[src/logic/mfw_pkg.sv]
package mfw_pkg;

  // apb register byte offsets
  localparam logic [7:0] DIAG_SEL_OFS   = 8'h00;
  localparam logic [7:0] FLOW_CTRL_OFS  = 8'h04;
  localparam logic [7:0] IRQ_STAT_OFS   = 8'h08;
  localparam logic [7:0] IRQ_MASK_OFS   = 8'h0C;
  localparam logic [7:0] DIAG_DATA_OFS  = 8'h10;
  localparam logic [7:0] RX_LEVEL_OFS   = 8'h14;

  // flow_watchdog_control fields
  localparam int ERT_HI   = 24;
  localparam int ERT_LO   = 22;
  localparam int OVT_HI   = 21;
  localparam int OVT_LO   = 16;
  localparam int PCM_BIT  = 15;
  localparam int SZP_BIT  = 14;
  localparam int SFP_BIT  = 13;
  localparam int PND_BIT  = 12;
  localparam int PFL_BIT  = 11;
  localparam int FCE_BIT  = 10;
  localparam int PDL_BIT  = 9;
  localparam int PDC_BIT  = 7;
  localparam int VLAN_BIT = 6;
  localparam int GRI_BIT  = 5;
  localparam int GRD_BIT  = 4;
  localparam logic [31:0] FLOW_CTRL_RST = 32'h0000_0000;

  // diag_fifo_access_select field and codes
  localparam int DSEL_HI = 8;
  localparam int DSEL_LO = 3;
  localparam logic [5:0] DSEL_TX    = 6'h32;
  localparam logic [5:0] DSEL_RX    = 6'h35;
  localparam logic [5:0] DSEL_RESET = 6'h38;

  // interrupt status bits
  localparam int IRQ_W        = 5;
  localparam int IRQ_EARLY_RX = 0;
  localparam int IRQ_NEAR_OVF = 1;
  localparam int IRQ_PAUSE_RX = 2;
  localparam int IRQ_WDOG     = 3;
  localparam int IRQ_PAUSE_TX = 4;

  // receive fifo geometry
  localparam int RX_LVL_W       = 12;
  localparam int RX_FIFO_BYTES  = 2048;
  localparam int ERX_STEP_SHIFT = $clog2(RX_FIFO_BYTES / 8);
  localparam int OVF_UNIT_SHIFT = 5;

  // pause values
  localparam logic [15:0] PAUSE_FULL = 16'hFFFF;
  localparam logic [15:0] PAUSE_ZERO = 16'h0000;
  localparam int QUANTUM_BITS = 512;

  // timing
  localparam int CLK_PERIOD_NS = 5;
  localparam int BIT_TIME_NS   = 10;
  localparam int BIT_CYCLES    = (BIT_TIME_NS + CLK_PERIOD_NS - 1) / CLK_PERIOD_NS;
  localparam int REL_LONG_BITS  = 44;
  localparam int REL_SHORT_BITS = 20;

  typedef struct packed {
    logic        valid;
    logic [15:0] quanta;
  } mfw_pause_t;

  typedef enum {PS_IDLE, PS_SEND} mfw_pause_state_t;

endpackage : mfw_pkg

[src/logic/mfw_flow_watchdog.sv]
// What this block does
// early receive threshold code selects eighths
// near overflow at 32 bytes per code
// mode bit: either or both enables
// zero-pause command sends pause time 0000h
// full-pause command sends FFFFh, self-clears
// no descriptor sends a pause frame
// fifo level sends FFFFh, empty sends 0000h
// decode pause frames, latch read-clear status
// watchdog release after 44 or 20 bits
// disable bit stops the receive watchdog
// code 32h selects transmit fifo port
// code 35h selects receive fifo port
// code 38h resets pointers, write-only
// early receive event at selected fill
// defer transmit for received pause quanta
module mfw_flow_watchdog
  import mfw_pkg::*;
#(
  parameter int WDOG_BITS = 16384
) (
  // clock and reset
  input  wire logic                pclk,
  input  wire logic                presetn,
  // apb slave
  input  wire logic                psel,
  input  wire logic                penable,
  input  wire logic                pwrite,
  input  wire logic [7:0]          paddr,
  input  wire logic [31:0]         pwdata,
  output logic [31:0]              prdata,
  output logic                     pready,
  output logic                     pslverr,
  // receive path status
  input  wire logic [RX_LVL_W-1:0] rx_fifo_level,
  input  wire logic                rx_desc_unavail,
  input  wire logic                rx_active,
  input  wire mfw_pause_t          rx_pause,
  output logic                     rx_channel_en,
  output logic                     early_rx_event,
  output logic                     rx_near_overflow,
  // pause transmit request
  output logic                     pause_tx_req,
  output logic [15:0]              pause_tx_time,
  input  wire logic                pause_tx_done,
  output logic                     tx_defer,
  // diagnostic fifo port
  output logic                     tx_buffer_port,
  output logic                     rx_buffer_port,
  output logic                     diag_pointer_reset,
  output logic                     diag_wr,
  output logic                     diag_rd,
  output logic [31:0]              diag_wdata,
  input  wire logic [31:0]         diag_rdata,
  // interrupt
  output logic                     irq
);

  localparam int          WDOG_W        = $clog2(WDOG_BITS + 1);
  localparam logic [WDOG_W-1:0] WDOG_LAST = WDOG_W'(WDOG_BITS - 1);
  localparam logic [5:0]  REL_LONG_LAST  = 6'(REL_LONG_BITS - 1);
  localparam logic [5:0]  REL_SHORT_LAST = 6'(REL_SHORT_BITS - 1);
  localparam logic [1:0]  BIT_DIV_LAST   = 2'(BIT_CYCLES - 1);

  logic [31:0]        flow_reg;
  logic [5:0]         dsel_reg;
  logic [IRQ_W-1:0]   stat_reg;
  logic [IRQ_W-1:0]   mask_reg;
  logic [31:0]        prdata_reg;
  logic               pready_reg;
  logic               pslverr_reg;
  logic               irq_reg;
  logic [1:0]         div_reg;
  logic               bit_tick;
  logic               early_reg;
  logic               early_evt_reg;
  logic               near_reg;
  logic               xoff_sent_reg;
  logic               pend_full_reg;
  logic               pend_zero_reg;
  logic               req_full_reg;
  mfw_pause_state_t   pstate;
  logic               preq_reg;
  logic [15:0]        ptime_reg;
  logic               ptx_done_evt;
  logic [WDOG_W-1:0]  wdog_reg;
  logic [5:0]         rel_reg;
  logic               chan_en_reg;
  logic               wdog_evt;
  logic               dptr_rst_reg;
  logic               dwr_reg;
  logic               drd_reg;
  logic [31:0]        dwdata_reg;
  logic               pause_active;

  // apb decode; one wait state so every answer comes from a flop
  wire access   = psel && penable && !pready_reg;
  wire done     = psel && penable && pready_reg;
  wire wr_done  = done && pwrite;
  wire rd_done  = done && !pwrite;
  wire hit_dsel = (paddr == DIAG_SEL_OFS);
  wire hit_flow = (paddr == FLOW_CTRL_OFS);
  wire hit_stat = (paddr == IRQ_STAT_OFS);
  wire hit_mask = (paddr == IRQ_MASK_OFS);
  wire hit_data = (paddr == DIAG_DATA_OFS);
  wire hit_lvl  = (paddr == RX_LEVEL_OFS);
  wire mapped   = hit_dsel | hit_flow | hit_stat | hit_mask | hit_data | hit_lvl;

  // control fields
  wire [2:0] erx_code  = flow_reg[ERT_HI:ERT_LO];
  wire [5:0] ovf_code  = flow_reg[OVT_HI:OVT_LO];
  wire       mode_both = flow_reg[PCM_BIT];
  wire       en_desc   = flow_reg[PND_BIT];
  wire       en_fifo   = flow_reg[PFL_BIT];
  wire       fc_en     = flow_reg[FCE_BIT];
  wire       rel_long  = flow_reg[GRI_BIT];
  wire       wdog_off  = flow_reg[GRD_BIT];

  wire dsel_tx = (dsel_reg == DSEL_TX);
  wire dsel_rx = (dsel_reg == DSEL_RX);

  // fill thresholds
  wire [RX_LVL_W-1:0] erx_thresh = RX_LVL_W'(erx_code) << ERX_STEP_SHIFT;
  wire [RX_LVL_W-1:0] ovf_thresh = RX_LVL_W'(ovf_code) << OVF_UNIT_SHIFT;
  wire early_now = (erx_code != 3'b000) && (rx_fifo_level >= erx_thresh);
  wire near_now  = fc_en && (ovf_code != 6'h00) && (rx_fifo_level >= ovf_thresh);
  wire rx_empty  = (rx_fifo_level == '0);

  // automatic pause gating
  wire allow_desc = mode_both ? (en_desc && en_fifo) : en_desc;
  wire allow_fifo = mode_both ? (en_desc && en_fifo) : en_fifo;
  wire desc_evt   = rx_desc_unavail && allow_desc;
  wire xoff_evt   = near_now && !near_reg && allow_fifo;
  wire xon_evt    = rx_empty && xoff_sent_reg && allow_fifo;
  wire zero_cmd   = wr_done && hit_flow && pwdata[SZP_BIT];
  wire pause_rx   = rx_pause.valid && fc_en;

  // watchdog
  wire wdog_run     = !wdog_off && chan_en_reg && rx_active;
  wire wdog_expire  = wdog_run && bit_tick && (wdog_reg == WDOG_LAST);
  wire [5:0] rel_last = rel_long ? REL_LONG_LAST : REL_SHORT_LAST;
  wire rel_done     = !chan_en_reg && bit_tick && (rel_reg == rel_last);

  // flow register read image
  wire [31:0] flow_rd = {flow_reg[31:8], pause_active, flow_reg[6:0]} & 32'h01FF_FEF0;

  wire [31:0] rd_mux =
      hit_dsel ? {23'h000000, dsel_reg, 3'b000} :
      hit_flow ? {flow_rd[31:PDC_BIT+1], pause_active, flow_rd[PDC_BIT-1:0]} :
      hit_stat ? {27'h0000000, stat_reg} :
      hit_mask ? {27'h0000000, mask_reg} :
      hit_data ? ((dsel_tx || dsel_rx) ? diag_rdata : 32'h0000_0000) :
      hit_lvl  ? {20'h00000, rx_fifo_level} : 32'h0000_0000;

  // sticky events, set wins over write-one-clear
  wire [IRQ_W-1:0] evt_vec;
  assign evt_vec[IRQ_EARLY_RX] = early_evt_reg;
  assign evt_vec[IRQ_NEAR_OVF] = near_now && !near_reg;
  assign evt_vec[IRQ_PAUSE_RX] = pause_rx;
  assign evt_vec[IRQ_WDOG]     = wdog_evt;
  assign evt_vec[IRQ_PAUSE_TX] = ptx_done_evt;
  wire [IRQ_W-1:0] stat_clr = (wr_done && hit_stat) ? pwdata[IRQ_W-1:0] : '0;

  assign ptx_done_evt = (pstate == PS_SEND) && pause_tx_done;

  // apb answer
  always_ff @(posedge pclk or negedge presetn) begin
    if (!presetn) begin
      pready_reg  <= 1'b0;
      pslverr_reg <= 1'b0;
      prdata_reg  <= 32'h0000_0000;
    end else begin
      pready_reg  <= access;
      pslverr_reg <= access && !mapped;
      prdata_reg  <= (access && !pwrite) ? rd_mux : 32'h0000_0000;
    end
  end

  // flow_watchdog_control
  always_ff @(posedge pclk or negedge presetn) begin
    if (!presetn) begin
      flow_reg <= FLOW_CTRL_RST;
    end else begin
      if (wr_done && hit_flow) begin
        flow_reg[31:10] <= pwdata[31:10];
        flow_reg[6:4]   <= pwdata[6:4];
      end else if (ptx_done_evt && req_full_reg) begin
        flow_reg[SFP_BIT] <= 1'b0;
      end
      if (pause_rx) begin
        flow_reg[PDL_BIT] <= 1'b1;
      end else if (rd_done && hit_flow) begin
        flow_reg[PDL_BIT] <= 1'b0;
      end
    end
  end

  // diagnostic select and strobes
  always_ff @(posedge pclk or negedge presetn) begin
    if (!presetn) begin
      dsel_reg     <= 6'h00;
      dptr_rst_reg <= 1'b0;
      dwr_reg      <= 1'b0;
      drd_reg      <= 1'b0;
      dwdata_reg   <= 32'h0000_0000;
    end else begin
      dptr_rst_reg <= wr_done && hit_dsel && (pwdata[DSEL_HI:DSEL_LO] == DSEL_RESET);
      // reset code is not kept, so it never reads back
      if (wr_done && hit_dsel && (pwdata[DSEL_HI:DSEL_LO] != DSEL_RESET)) begin
        dsel_reg <= pwdata[DSEL_HI:DSEL_LO];
      end
      dwr_reg    <= wr_done && hit_data && (dsel_tx || dsel_rx);
      drd_reg    <= rd_done && hit_data && (dsel_tx || dsel_rx);
      dwdata_reg <= pwdata;
    end
  end

  // interrupts
  always_ff @(posedge pclk or negedge presetn) begin
    if (!presetn) begin
      stat_reg <= '0;
      mask_reg <= '0;
      irq_reg  <= 1'b0;
    end else begin
      stat_reg <= (stat_reg & ~stat_clr) | evt_vec;
      if (wr_done && hit_mask) begin
        mask_reg <= pwdata[IRQ_W-1:0];
      end
      irq_reg <= |(stat_reg & mask_reg);
    end
  end

  // bit-time enable from the clock
  always_ff @(posedge pclk or negedge presetn) begin
    if (!presetn) begin
      div_reg  <= 2'b00;
      bit_tick <= 1'b0;
    end else begin
      bit_tick <= (div_reg == BIT_DIV_LAST);
      div_reg  <= (div_reg == BIT_DIV_LAST) ? 2'b00 : div_reg + 2'b01;
    end
  end

  // fill level events
  always_ff @(posedge pclk or negedge presetn) begin
    if (!presetn) begin
      early_reg     <= 1'b0;
      early_evt_reg <= 1'b0;
      near_reg      <= 1'b0;
    end else begin
      early_reg     <= early_now;
      early_evt_reg <= early_now && !early_reg;
      near_reg      <= near_now;
    end
  end

  // pause frame requests
  always_ff @(posedge pclk or negedge presetn) begin
    if (!presetn) begin
      pend_full_reg <= 1'b0;
      pend_zero_reg <= 1'b0;
      xoff_sent_reg <= 1'b0;
      req_full_reg  <= 1'b0;
      preq_reg      <= 1'b0;
      ptime_reg     <= PAUSE_ZERO;
      pstate        <= PS_IDLE;
    end else begin
      if (desc_evt || xoff_evt) begin
        pend_full_reg <= 1'b1;
      end else if (ptx_done_evt && req_full_reg) begin
        pend_full_reg <= 1'b0;
      end
      if (zero_cmd || xon_evt) begin
        pend_zero_reg <= 1'b1;
      end else if (ptx_done_evt && !req_full_reg) begin
        pend_zero_reg <= 1'b0;
      end
      if (xoff_evt) begin
        xoff_sent_reg <= 1'b1;
      end else if (xon_evt || !allow_fifo) begin
        xoff_sent_reg <= 1'b0;
      end
      case (pstate)
        PS_IDLE: begin
          if (pend_full_reg || flow_reg[SFP_BIT]) begin
            req_full_reg <= 1'b1;
            ptime_reg    <= PAUSE_FULL;
            preq_reg     <= 1'b1;
            pstate       <= PS_SEND;
          end else if (pend_zero_reg) begin
            req_full_reg <= 1'b0;
            ptime_reg    <= PAUSE_ZERO;
            preq_reg     <= 1'b1;
            pstate       <= PS_SEND;
          end
        end
        PS_SEND: begin
          if (pause_tx_done) begin
            preq_reg <= 1'b0;
            pstate   <= PS_IDLE;
          end
        end
        default: begin
          preq_reg <= 1'b0;
          pstate   <= PS_IDLE;
        end
      endcase
    end
  end

  // receive watchdog and release interval
  always_ff @(posedge pclk or negedge presetn) begin
    if (!presetn) begin
      wdog_reg    <= '0;
      rel_reg     <= 6'h00;
      chan_en_reg <= 1'b1;
      wdog_evt    <= 1'b0;
    end else begin
      wdog_evt <= wdog_expire;
      if (!wdog_run) begin
        wdog_reg <= '0;
      end else if (bit_tick) begin
        wdog_reg <= wdog_reg + WDOG_W'(1);
      end
      if (wdog_expire) begin
        chan_en_reg <= 1'b0;
        rel_reg     <= 6'h00;
      end else if (rel_done) begin
        chan_en_reg <= 1'b1;
      end else if (!chan_en_reg && bit_tick) begin
        rel_reg <= rel_reg + 6'h01;
      end
    end
  end

  mfw_pause_timer u_pause_timer (
    .pclk     (pclk),
    .presetn  (presetn),
    .bit_tick (bit_tick),
    .load     (pause_rx),
    .quanta   (rx_pause.quanta),
    .active   (pause_active)
  );

  assign prdata             = prdata_reg;
  assign pready             = pready_reg;
  assign pslverr            = pslverr_reg;
  assign rx_channel_en      = chan_en_reg;
  assign early_rx_event     = early_evt_reg;
  assign rx_near_overflow   = near_reg;
  assign pause_tx_req       = preq_reg;
  assign pause_tx_time      = ptime_reg;
  assign tx_defer           = pause_active;
  assign tx_buffer_port     = dsel_tx;
  assign rx_buffer_port     = dsel_rx;
  assign diag_pointer_reset = dptr_rst_reg;
  assign diag_wr            = dwr_reg;
  assign diag_rd            = drd_reg;
  assign diag_wdata         = dwdata_reg;
  assign irq                = irq_reg;

  a_early_off: assert property (@(posedge pclk) disable iff (!presetn)
    erx_code == 3'b000 && $past(erx_code) == 3'b000 |-> !early_evt_reg)
    else $error("early receive event with threshold disabled");

  a_near_level: assert property (@(posedge pclk) disable iff (!presetn)
    near_now |=> rx_near_overflow)
    else $error("near overflow not flagged at threshold");

  a_mode_both: assert property (@(posedge pclk) disable iff (!presetn)
    mode_both && !(en_desc && en_fifo) |-> !desc_evt && !xoff_evt)
    else $error("pause sent with only one enable in both mode");

  a_zero_time: assert property (@(posedge pclk) disable iff (!presetn)
    $rose(pause_tx_req) && !req_full_reg |-> pause_tx_time == 16'h0000)
    else $error("zero pause frame carries wrong time");

  a_full_clear: assert property (@(posedge pclk) disable iff (!presetn)
    ptx_done_evt && req_full_reg && !(wr_done && hit_flow) |=> !flow_reg[SFP_BIT])
    else $error("full pause bit not cleared after send");

  a_desc_pause: assert property (@(posedge pclk) disable iff (!presetn)
    desc_evt && pstate == PS_IDLE |-> ##[1:2] pause_tx_req && pause_tx_time == 16'hFFFF)
    else $error("no pause frame for missing descriptor");

  a_decode_latch: assert property (@(posedge pclk) disable iff (!presetn)
    pause_rx |=> flow_reg[PDL_BIT] && tx_defer == ($past(rx_pause.quanta) != 16'h0000))
    else $error("pause decode not latched");

  a_release_time: assert property (@(posedge pclk) disable iff (!presetn)
    $fell(rx_channel_en) && !rel_long |-> !rx_channel_en [*8] ##[30:40] rx_channel_en)
    else $error("short release interval out of range");

  a_guard_off: assert property (@(posedge pclk) disable iff (!presetn)
    wdog_off |=> wdog_reg == '0)
    else $error("watchdog ran while disabled");

  a_diag_reset: assert property (@(posedge pclk) disable iff (!presetn)
    wr_done && hit_dsel && pwdata[DSEL_HI:DSEL_LO] == DSEL_RESET
      |=> diag_pointer_reset && $stable(dsel_reg))
    else $error("diag reset code mishandled");

endmodule : mfw_flow_watchdog

[src/logic/mfw_pause_timer.sv]
module mfw_pause_timer
  import mfw_pkg::*;
(
  // clock and reset
  input  wire logic        pclk,
  input  wire logic        presetn,
  // bit rate
  input  wire logic        bit_tick,
  // load from a decoded pause frame
  input  wire logic        load,
  input  wire logic [15:0] quanta,
  // defer state
  output logic             active
);

  localparam logic [8:0] BIT_LAST = 9'(QUANTUM_BITS - 1);

  logic [15:0] quanta_reg;
  logic [8:0]  bit_reg;
  logic        active_reg;

  wire quantum_end = bit_tick && (bit_reg == BIT_LAST);
  wire last_quanta = (quanta_reg == 16'h0001);

  // a new frame restarts the wait; zero quanta cancels it
  always_ff @(posedge pclk or negedge presetn) begin
    if (!presetn) begin
      quanta_reg <= 16'h0000;
      bit_reg    <= 9'h000;
      active_reg <= 1'b0;
    end else if (load) begin
      quanta_reg <= quanta;
      bit_reg    <= 9'h000;
      active_reg <= (quanta != 16'h0000);
    end else if (active_reg && bit_tick) begin
      bit_reg <= bit_reg + 9'h001;
      if (quantum_end) begin
        quanta_reg <= quanta_reg - 16'h0001;
        active_reg <= !last_quanta;
      end
    end
  end

  assign active = active_reg;

  a_zero_cancels: assert property (@(posedge pclk) disable iff (!presetn)
    load && quanta == 16'h0000 |=> !active)
    else $error("zero pause did not end deferral");

endmodule : mfw_pause_timer

[config.mk]
export PLATFORM = sky130hd
export DESIGN_NAME = mfw_flow_watchdog
export DESIGN_NICKNAME = d
export VERILOG_FILES = /design/src/logic/mfw_pkg.sv /design/src/logic/mfw_flow_watchdog.sv /design/src/logic/mfw_pause_timer.sv
export SDC_FILE = /design/constraint.sdc
export NUM_CORES = 1
export LEC_CHECK = 0
export BUFFER_PORTS_ARGS = -buffer_cell sky130_fd_sc_hd__buf_2
export CAP_MARGIN = 15
export CORE_UTILIZATION = 48
export CTS_CLUSTER_DIAMETER = 150
export DETAILED_ROUTE_END_ITERATION = 7
export PLACE_DENSITY = 0.77
export SETUP_SLACK_MARGIN = 0.02
export SYNTH_ARGS = -nofsm -noshare
export SYNTH_HDL_FRONTEND = slang
export SYNTH_SLANG_ARGS = --single-unit
[constraint.sdc]
create_clock -name pclk -period 2.11 [get_ports pclk]
set_input_delay 0.3165 -clock pclk [delete_from_list [all_inputs] [get_ports pclk]]
set_output_delay 0.3165 -clock pclk [all_outputs]
set_load 0.01 [all_outputs]
==> results of run 1 <==
[logic make-up after synthesis]
family | share of synthesized area [%]
flops | 55.6
mux | 4.36
fa+ha+maj | 2.52
xor+xnor | 3.30
simple gates | 18.8
compound gates | 11.4
buf+inv | 4.12
[power breakdown]
group | switching (W) | leakage (nW) | total, W | internal [W]
clock network | 0.00133 | 0.287 | 0.00299 | 0.00166
logic | 0.000543 | 2.23 | 0.00101 | 0.000466
registers | 0.000161 | 2.01 | 0.00349 | 0.00333
total | 0.00203 | 4.53 | 0.00749 | 0.00546
[layout by cell type (no fill, tap or decap), drive strengths merged, types with 17 or more instances in the layout]
cell | synthesis | routed
a21oi | 17 | 17
a32oi | 17 | 17
buf | 24 | 250
clkbuf | 17 | 17
dfrtp | 164 | 164
dlygate4sd3 | 0 | 20
inv | 19 | 27
mux2 | 25 | 25
nand2 | 52 | 52
nand3 | 32 | 32
nor2 | 66 | 66
o21ai | 36 | 36
xor2 | 18 | 18
[worst paths after layout]
check	start	end	slack (ps)	cells after the start
worst max-delay path	u_pause_timer.bit_reg[0]	u_pause_timer.quanta_reg[13]	80	9
max in group asynchronous	presetn	rx_channel_en	1100	3
min in group asynchronous	presetn	diag_wdata[28]	400	2
worst max register to register	u_pause_timer.bit_reg[0]	u_pause_timer.quanta_reg[13]	80	9
worst min register to register	div_reg[1]	bit_tick	410	1
worst min-delay path	pwdata[24]	diag_wdata[24]	20	1
[synthesized netlist by cell type (all sizes together), types with 6 or more instances]
master	count	share of area [%]
nand3	32	2.2
or4	8	0.81
nor3	15	1.2
ha	15	2.5
nand3b	6	0.61
or3	15	1.3
nor2	66	3.3
xor2	18	2.1
xnor2	10	1.2
inv	19	0.96
a21oi	17	1.1
clkbuf	17	0.86
o21ai	36	2.4
nand2	52	2.6
buf	24	2.3
and3	12	1.0
a32oi	17	2.0
dfrtp	164	55
nand4	15	1.3
nor4	10	1.2
mux2	25	3.8
a31oi	13	1.1
nand2b	8	0.67
[final cells by class]
| type | instances | area share [%] |
|---|---|---|
| tap | 188 | 2.42 |
| timing repair buffer | 270 | 17.2 |
| clock inverter | 15 | 1.51 |
| sequential | 165 | 42.6 |
| inverter | 19 | 0.735 |
| multi-input combinational | 460 | 31.2 |
| clock buffer | 17 | 4.39 |
[layer usage]
layer	track usage (%)	vias up	wire, um	share of wire (%)
li1	-	2964	-	-
met1	32.0	2976	8090	44
met2	37.9	235	8790	48
met3	5.78	34	1130	6.1
met4	9.64	2	437	2.4
met5	0	-	13	0.070
[through the flow]
step	total power, W	util (%)	instance area [sq um]	hold slack, ps
after floorplan	0.00413	-	7430	20.9
after global placement	0.00447	58.6	8880	287
after detailed placement	0.00450	58.6	8880	296
final	0.00749	64.0	9700	24.0
after CTS	0.00753	63.6	9630	1.00
after global routing	0.00782	64.0	9700	9.66
[timing repair]
action                                  4_1_cts  5_1_grt
endpoints found under the hold margin        61        2
hold buffers                                 18        2
setup buffers                                 0        2
gates resized for setup                       0        8
endpoints found under the setup margin        0        6
==> flow_metrics.env, run 1 <==
export IMPL_worst_ir_drop_vdd_uv=535
export IMPL_design_die_area_sq_um=16000
export IMPL_cp_cell_sequence="ha_2 -> nand2_2 -> nor3_2 -> ha_2 -> and3_4 -> nand4_1 -> buf_6 -> or4_4 -> a31oi_1"
export IMPL_detail_route_first_pass_iterations=5
export IMPL_areaGrowthSynthToFinish_pct=30.5
export IMPL_post_route_period_util_pct=96.3
export IMPL_clock_latency_ps=430
export IMPL_worst_slack_at_placement_ps=-52.3
export IMPL_clock_fmax_mhz=492
export IMPL_status="completed"
export IMPL_drive_above_1_share_pct=34.8
export IMPL_required_time_reported_for_the_critical_path_endpoint_ps=2460
export IMPL_clkTransAtPathRegs_ps=60
export IMPL_timing_hold_worst_class="input pin to register"
export IMPL_criticalPathCategory="register to register"
export IMPL_drt_antenna_violating_nets=0
export IMPL_synth_seq_cells=165
export IMPL_power_density_nw_per_um2=772
export IMPL_static_leakage_power_nw=4.53
export IMPL_die_height_um=126
export IMPL_post_drt_via_cell_ratio=5.48
export IMPL_max_stage_delay_ps=410
export IMPL_minimum_clock_period_ps=2030
export IMPL_synth_edf_count=0
export IMPL_cts_sink_count=165
export IMPL_worst_relative_slew_slack_pct=62.3
export IMPL_initial_util_pct=49.1
export IMPL_multi_input_comb_area_sq_um=3020
export IMPL_layout_area_seq_sq_um=4130
export IMPL_critical_path_peak_fanout=5
export IMPL_slowest_stage="sky130_fd_sc_hd__or4_4"
export IMPL_drt_wl_total_mm=18.5
export IMPL_cts_root_buffer="sky130_fd_sc_hd__clkbuf_16"
export IMPL_mappedNetlistArea_sq_um=7430
export IMPL_finalSetupTns_ps=0
export IMPL_placed_cells=1079
export IMPL_synth_net_count=809
export IMPL_design_portCount=202
export IMPL_grt_setup_unrepaired="yes"
export IMPL_antenna_violations_before_repair=1
export IMPL_final_net_count=1057
export IMPL_cts_tree="built"
export IMPL_route_detailed_wl_per_inst_um=16.3
export IMPL_routabilityCongestion=0.897
export IMPL_cpLargestDelayFamily="simple AND/OR/NAND/NOR gates"
export IMPL_ys_flop_type="sky130_fd_sc_hd__dfrtp_1"
export IMPL_portBuffers=201
export IMPL_first_global_vias=5790
export IMPL_pin_count_of_the_biggest_net_entering_global_routing=49
export IMPL_final_setup_skew_ps=7.59
export IMPL_floorplan_core_area_sq_um=15100
export IMPL_synth_warnings=0
export IMPL_h_tree_depth=4
export IMPL_rows=45
export IMPL_route_vias_total=6211
export IMPL_seq_area_frac_synth_pct=55.6
export IMPL_global_route_overflow_total=0
export IMPL_place_detailed_hpwl_mm=13.7
export IMPL_postSynthCellCount=685
export IMPL_synth_lib_cells_used_distinct=59
export IMPL_fin_hold_viols=0
export IMPL_timing_max_cap_violations=0
export IMPL_worstPathBufferInverterCount=1
export IMPL_grt_usage_pct=24.0
export IMPL_longest_clk_path_bufs=2
export IMPL_fraction_of_registers_with_async_set_or_reset_after_synthesis_pct=100
export IMPL_filler_cell_count=1165
export IMPL_critical_path_startpoint_type="register"
export IMPL_finalSetupViolations=0
export IMPL_post_synth_cell_area_avg_sq_um=10.9
export IMPL_final_cell_count_no_fill=1134
export IMPL_detailedRoute_firstIterationViolations=399
export IMPL_antenna_cells=0
export IMPL_number_of_buffers_created_by_cts=17
export IMPL_crit_path_frequent_cell="sky130_fd_sc_hd__ha_2"
export IMPL_critPathCaptureType="register"
export IMPL_timing_final_ws_setup_ps=78.3
export IMPL_grt_pass1_wl_mm=29.6
export IMPL_slew_violations=0
export IMPL_dieWidth_um=126
export IMPL_drc=0
export IMPL_cp_arrival_ps=2380
export IMPL_slew_at_the_pin_with_the_worst_max_slew_slack_ps=551
(Power assumes the default switching activity.)
==> run 2, diff against run 1 <==
--- a/config.mk
+++ b/config.mk
@@ -7,10 +7,10 @@
 export LEC_CHECK = 0
 export BUFFER_PORTS_ARGS = -buffer_cell sky130_fd_sc_hd__buf_2
 export CAP_MARGIN = 15
-export CORE_UTILIZATION = 48
+export CORE_UTILIZATION = 57
 export CTS_CLUSTER_DIAMETER = 150
 export DETAILED_ROUTE_END_ITERATION = 7
-export PLACE_DENSITY = 0.77
+export PLACE_DENSITY = 0.86
 export SETUP_SLACK_MARGIN = 0.02
 export SYNTH_ARGS = -nofsm -noshare
 export SYNTH_HDL_FRONTEND = slang
==> constraint.sdc (replaced) <==
create_clock -name pclk -period 2.45 [get_ports pclk]
set_input_delay 0.3675 -clock pclk [delete_from_list [all_inputs] [get_ports pclk]]
set_output_delay 0.3675 -clock pclk [all_outputs]
set_load 0.01 [all_outputs]
==> flow_metrics.env, run 2 (synthesis gave the netlist of run 1 again) <==
export IMPL_worst_ir_drop_vdd_uv=520
export IMPL_rows=41
export IMPL_clock_fmax_mhz=451
export IMPL_final_cell_mix="sky130_fd_sc_hd__buf_2 (200), sky130_fd_sc_hd__dfrtp_1 (164), sky130_fd_sc_hd__nor2_1 (66)"
export IMPL_holdCritStartpoint="pwdata[9]"
export IMPL_cts_root_buffer="sky130_fd_sc_hd__clkbuf_16"
export IMPL_timing_final_ws_setup_ps=234
export IMPL_mostFrequentLayoutCell="sky130_fd_sc_hd__buf_2"
export IMPL_place_detailed_hpwl_mm=13.5
export IMPL_portBuffers=201
export IMPL_post_drt_via_cell_ratio=5.73
export IMPL_ff2ff_setup_slack_ps=230
export IMPL_first_global_vias=5642
export IMPL_longest_clk_path_bufs=2
export IMPL_critical_path_startpoint_type="register"
export IMPL_global_route_overflow_total=0
export IMPL_route_detailed_wl_per_inst_um=16.9
export IMPL_h_tree_depth=4
export IMPL_power_net_switching_w=0.00165
export IMPL_finalSetupViolations=0
export IMPL_clkTransAtPathRegs_ps=60
export IMPL_max_stage_delay_ps=470
export IMPL_static_leakage_power_nw=4.29
export IMPL_dieWidth_um=116
export IMPL_combinationalPowerShare_pct=11.8
export IMPL_detail_route_first_pass_iterations=5
export IMPL_routabilityCongestion=0.924
export IMPL_drt_antenna_violating_nets=0
export IMPL_cp_cell_sequence="ha_1 -> nand2_1 -> nor3_1 -> ha_1 -> and3_2 -> nand4_1 -> or4_1 -> a31oi_1"
export IMPL_slew_at_the_pin_with_the_worst_max_slew_slack_ps=615
export IMPL_number_of_buffers_created_by_cts=17
export IMPL_design_die_area_sq_um=13500
export IMPL_timing_hold_worst_class="input pin to register"
export IMPL_drt_wl_total_mm=18.1
export IMPL_final_hold_worst_slack_ps=36.5
export IMPL_final_net_count=1010
export IMPL_p_int_w=0.00466
export IMPL_required_time_reported_for_the_critical_path_endpoint_ps=2800
export IMPL_power_share_switching_pct=26.1
export IMPL_share_seq_of_total_power_pct=48.1
export IMPL_drc=0
export IMPL_post_route_period_util_pct=90.5
export IMPL_floorplan_core_area_sq_um=12700
export IMPL_pin_count_of_the_biggest_net_entering_global_routing=57
export IMPL_initial_util_pct=58.7
export IMPL_p_clk_share_pct=40.2
export IMPL_grt_usage_pct=28.2
export IMPL_cp_arrival_ps=2570
export IMPL_crit_path_frequent_cell="sky130_fd_sc_hd__ha_1"
export IMPL_status="completed"
export IMPL_r2r_start="u_pause_timer.bit_reg[0]"
export IMPL_power_density_nw_per_um2=686
export IMPL_antenna_cells=0
export IMPL_timing_rr_end="u_pause_timer.quanta_reg[13]"
export IMPL_die_height_um=116
export IMPL_critical_path_peak_fanout=8
export IMPL_hold_path_end="diag_wdata[9]"
export IMPL_final_setup_skew_ps=7.77
export IMPL_design_portCount=202
export IMPL_slew_violations=0
export IMPL_route_vias_total=6133
export IMPL_worst_relative_slew_slack_pct=57.9
export IMPL_cts_sink_count=165
export IMPL_antenna_violations_before_repair=0
export IMPL_grt_pass1_wl_mm=28.4
export IMPL_hold_depth=1
export IMPL_fin_hold_viols=0
export IMPL_timing_max_cap_violations=0
export IMPL_critPathCaptureType="register"
export IMPL_worstRegToRegCells=8
export IMPL_drive_above_1_share_pct=32.7
export IMPL_cts_tree="built"
export IMPL_worst_slack_at_placement_ps=150
export IMPL_clock_latency_ps=430
export IMPL_finalSetupTns_ps=0
export IMPL_slowest_stage="sky130_fd_sc_hd__or4_1"
export IMPL_areaGrowthSynthToFinish_pct=23.7
export IMPL_detailedRoute_firstIterationViolations=592
export IMPL_minimum_clock_period_ps=2220
export IMPL_criticalPathCategory="register to register"
export IMPL_grt_setup_unrepaired="no"
==> run 2: what timing repair did <==
| item | 4_1_cts | 5_1_grt |
|---|---|---|
| setup endpoints to repair | 0 | 4 |
| buffers inserted | 0 | 2 |
| endpoints found under the hold margin | 40 | 0 |
| gates resized for setup | 0 | 1 |
| hold buffers | 1 | 0 |
==> run 2: how the worst max path moves through the flow <==
stage / start / end / cells after the start
after floorplan: u_pause_timer.bit_reg[0] / u_pause_timer.quanta_reg[12] / 9
after CTS: u_pause_timer.bit_reg[0] / u_pause_timer.quanta_reg[13] / 8
after global routing: u_pause_timer.bit_reg[0] / u_pause_timer.quanta_reg[13] / 8
final: u_pause_timer.bit_reg[0] / u_pause_timer.quanta_reg[13] / 8
after global placement: u_pause_timer.bit_reg[0] / u_pause_timer.quanta_reg[13] / 8
after detailed placement: u_pause_timer.bit_reg[0] / u_pause_timer.quanta_reg[13] / 8
==> run 2: routing by layer <==
| layer | vias up | track usage (%) | wire [um] |
|---|---|---|---|
| li1 | 2874 | - | - |
| met1 | 2952 | 36.9 | 7500 |
| met2 | 266 | 44.8 | 8750 |
| met3 | 41 | 7.01 | 1330 |
| met4 | 0 | 12.6 | 475 |
| met5 | - | 0 | 0 |
==> run 2: final cells by class <==
cell class / instances / area (sq um)
Multi-Input combinational cell: 460 / 3000
Clock buffer: 20 / 467
Inverter: 19 / 71.3
Sequential cell: 165 / 4130
Tap cell: 172 / 215
Timing Repair Buffer: 223 / 1220
Clock inverter: 11 / 98.8
Fill cell: 892 / 3470
==> run 2: per-stage QoR <==
step	instance area [sq um]	util (%)	std cells	power [W]
5_1_grt	9200	72.6	1070	0.00658
3_3_place_gp	8610	67.9	1036	0.00378
4_1_cts	9180	72.5	1068	0.00634
2_1_floorplan	7430	-	685	0.00355
6_report	9200	72.6	1070	0.00631
3_5_place_dp	8610	67.9	1036	0.00382
==> run 2: power groups by stage <==
stage	clock (W)	sequential, W	combinational [W]
floorplan	0	0.00307	0.000488
global placement	0	0.00306	0.000722
detailed placement	0	0.00307	0.000744
CTS	0.00256	0.00303	0.000752
global route	0.00271	0.00305	0.000825
finish	0.00253	0.00303	0.000743
==> run 2: critical path, delay by kind of cell (launching register included) <==
family	cells	cell delay [ps]
adder cells (fa/ha/maj)	2	370
flip-flops	1	410
AND/OR/NAND/NOR	5	1190
AO/OA/AOI/OAI	1	170
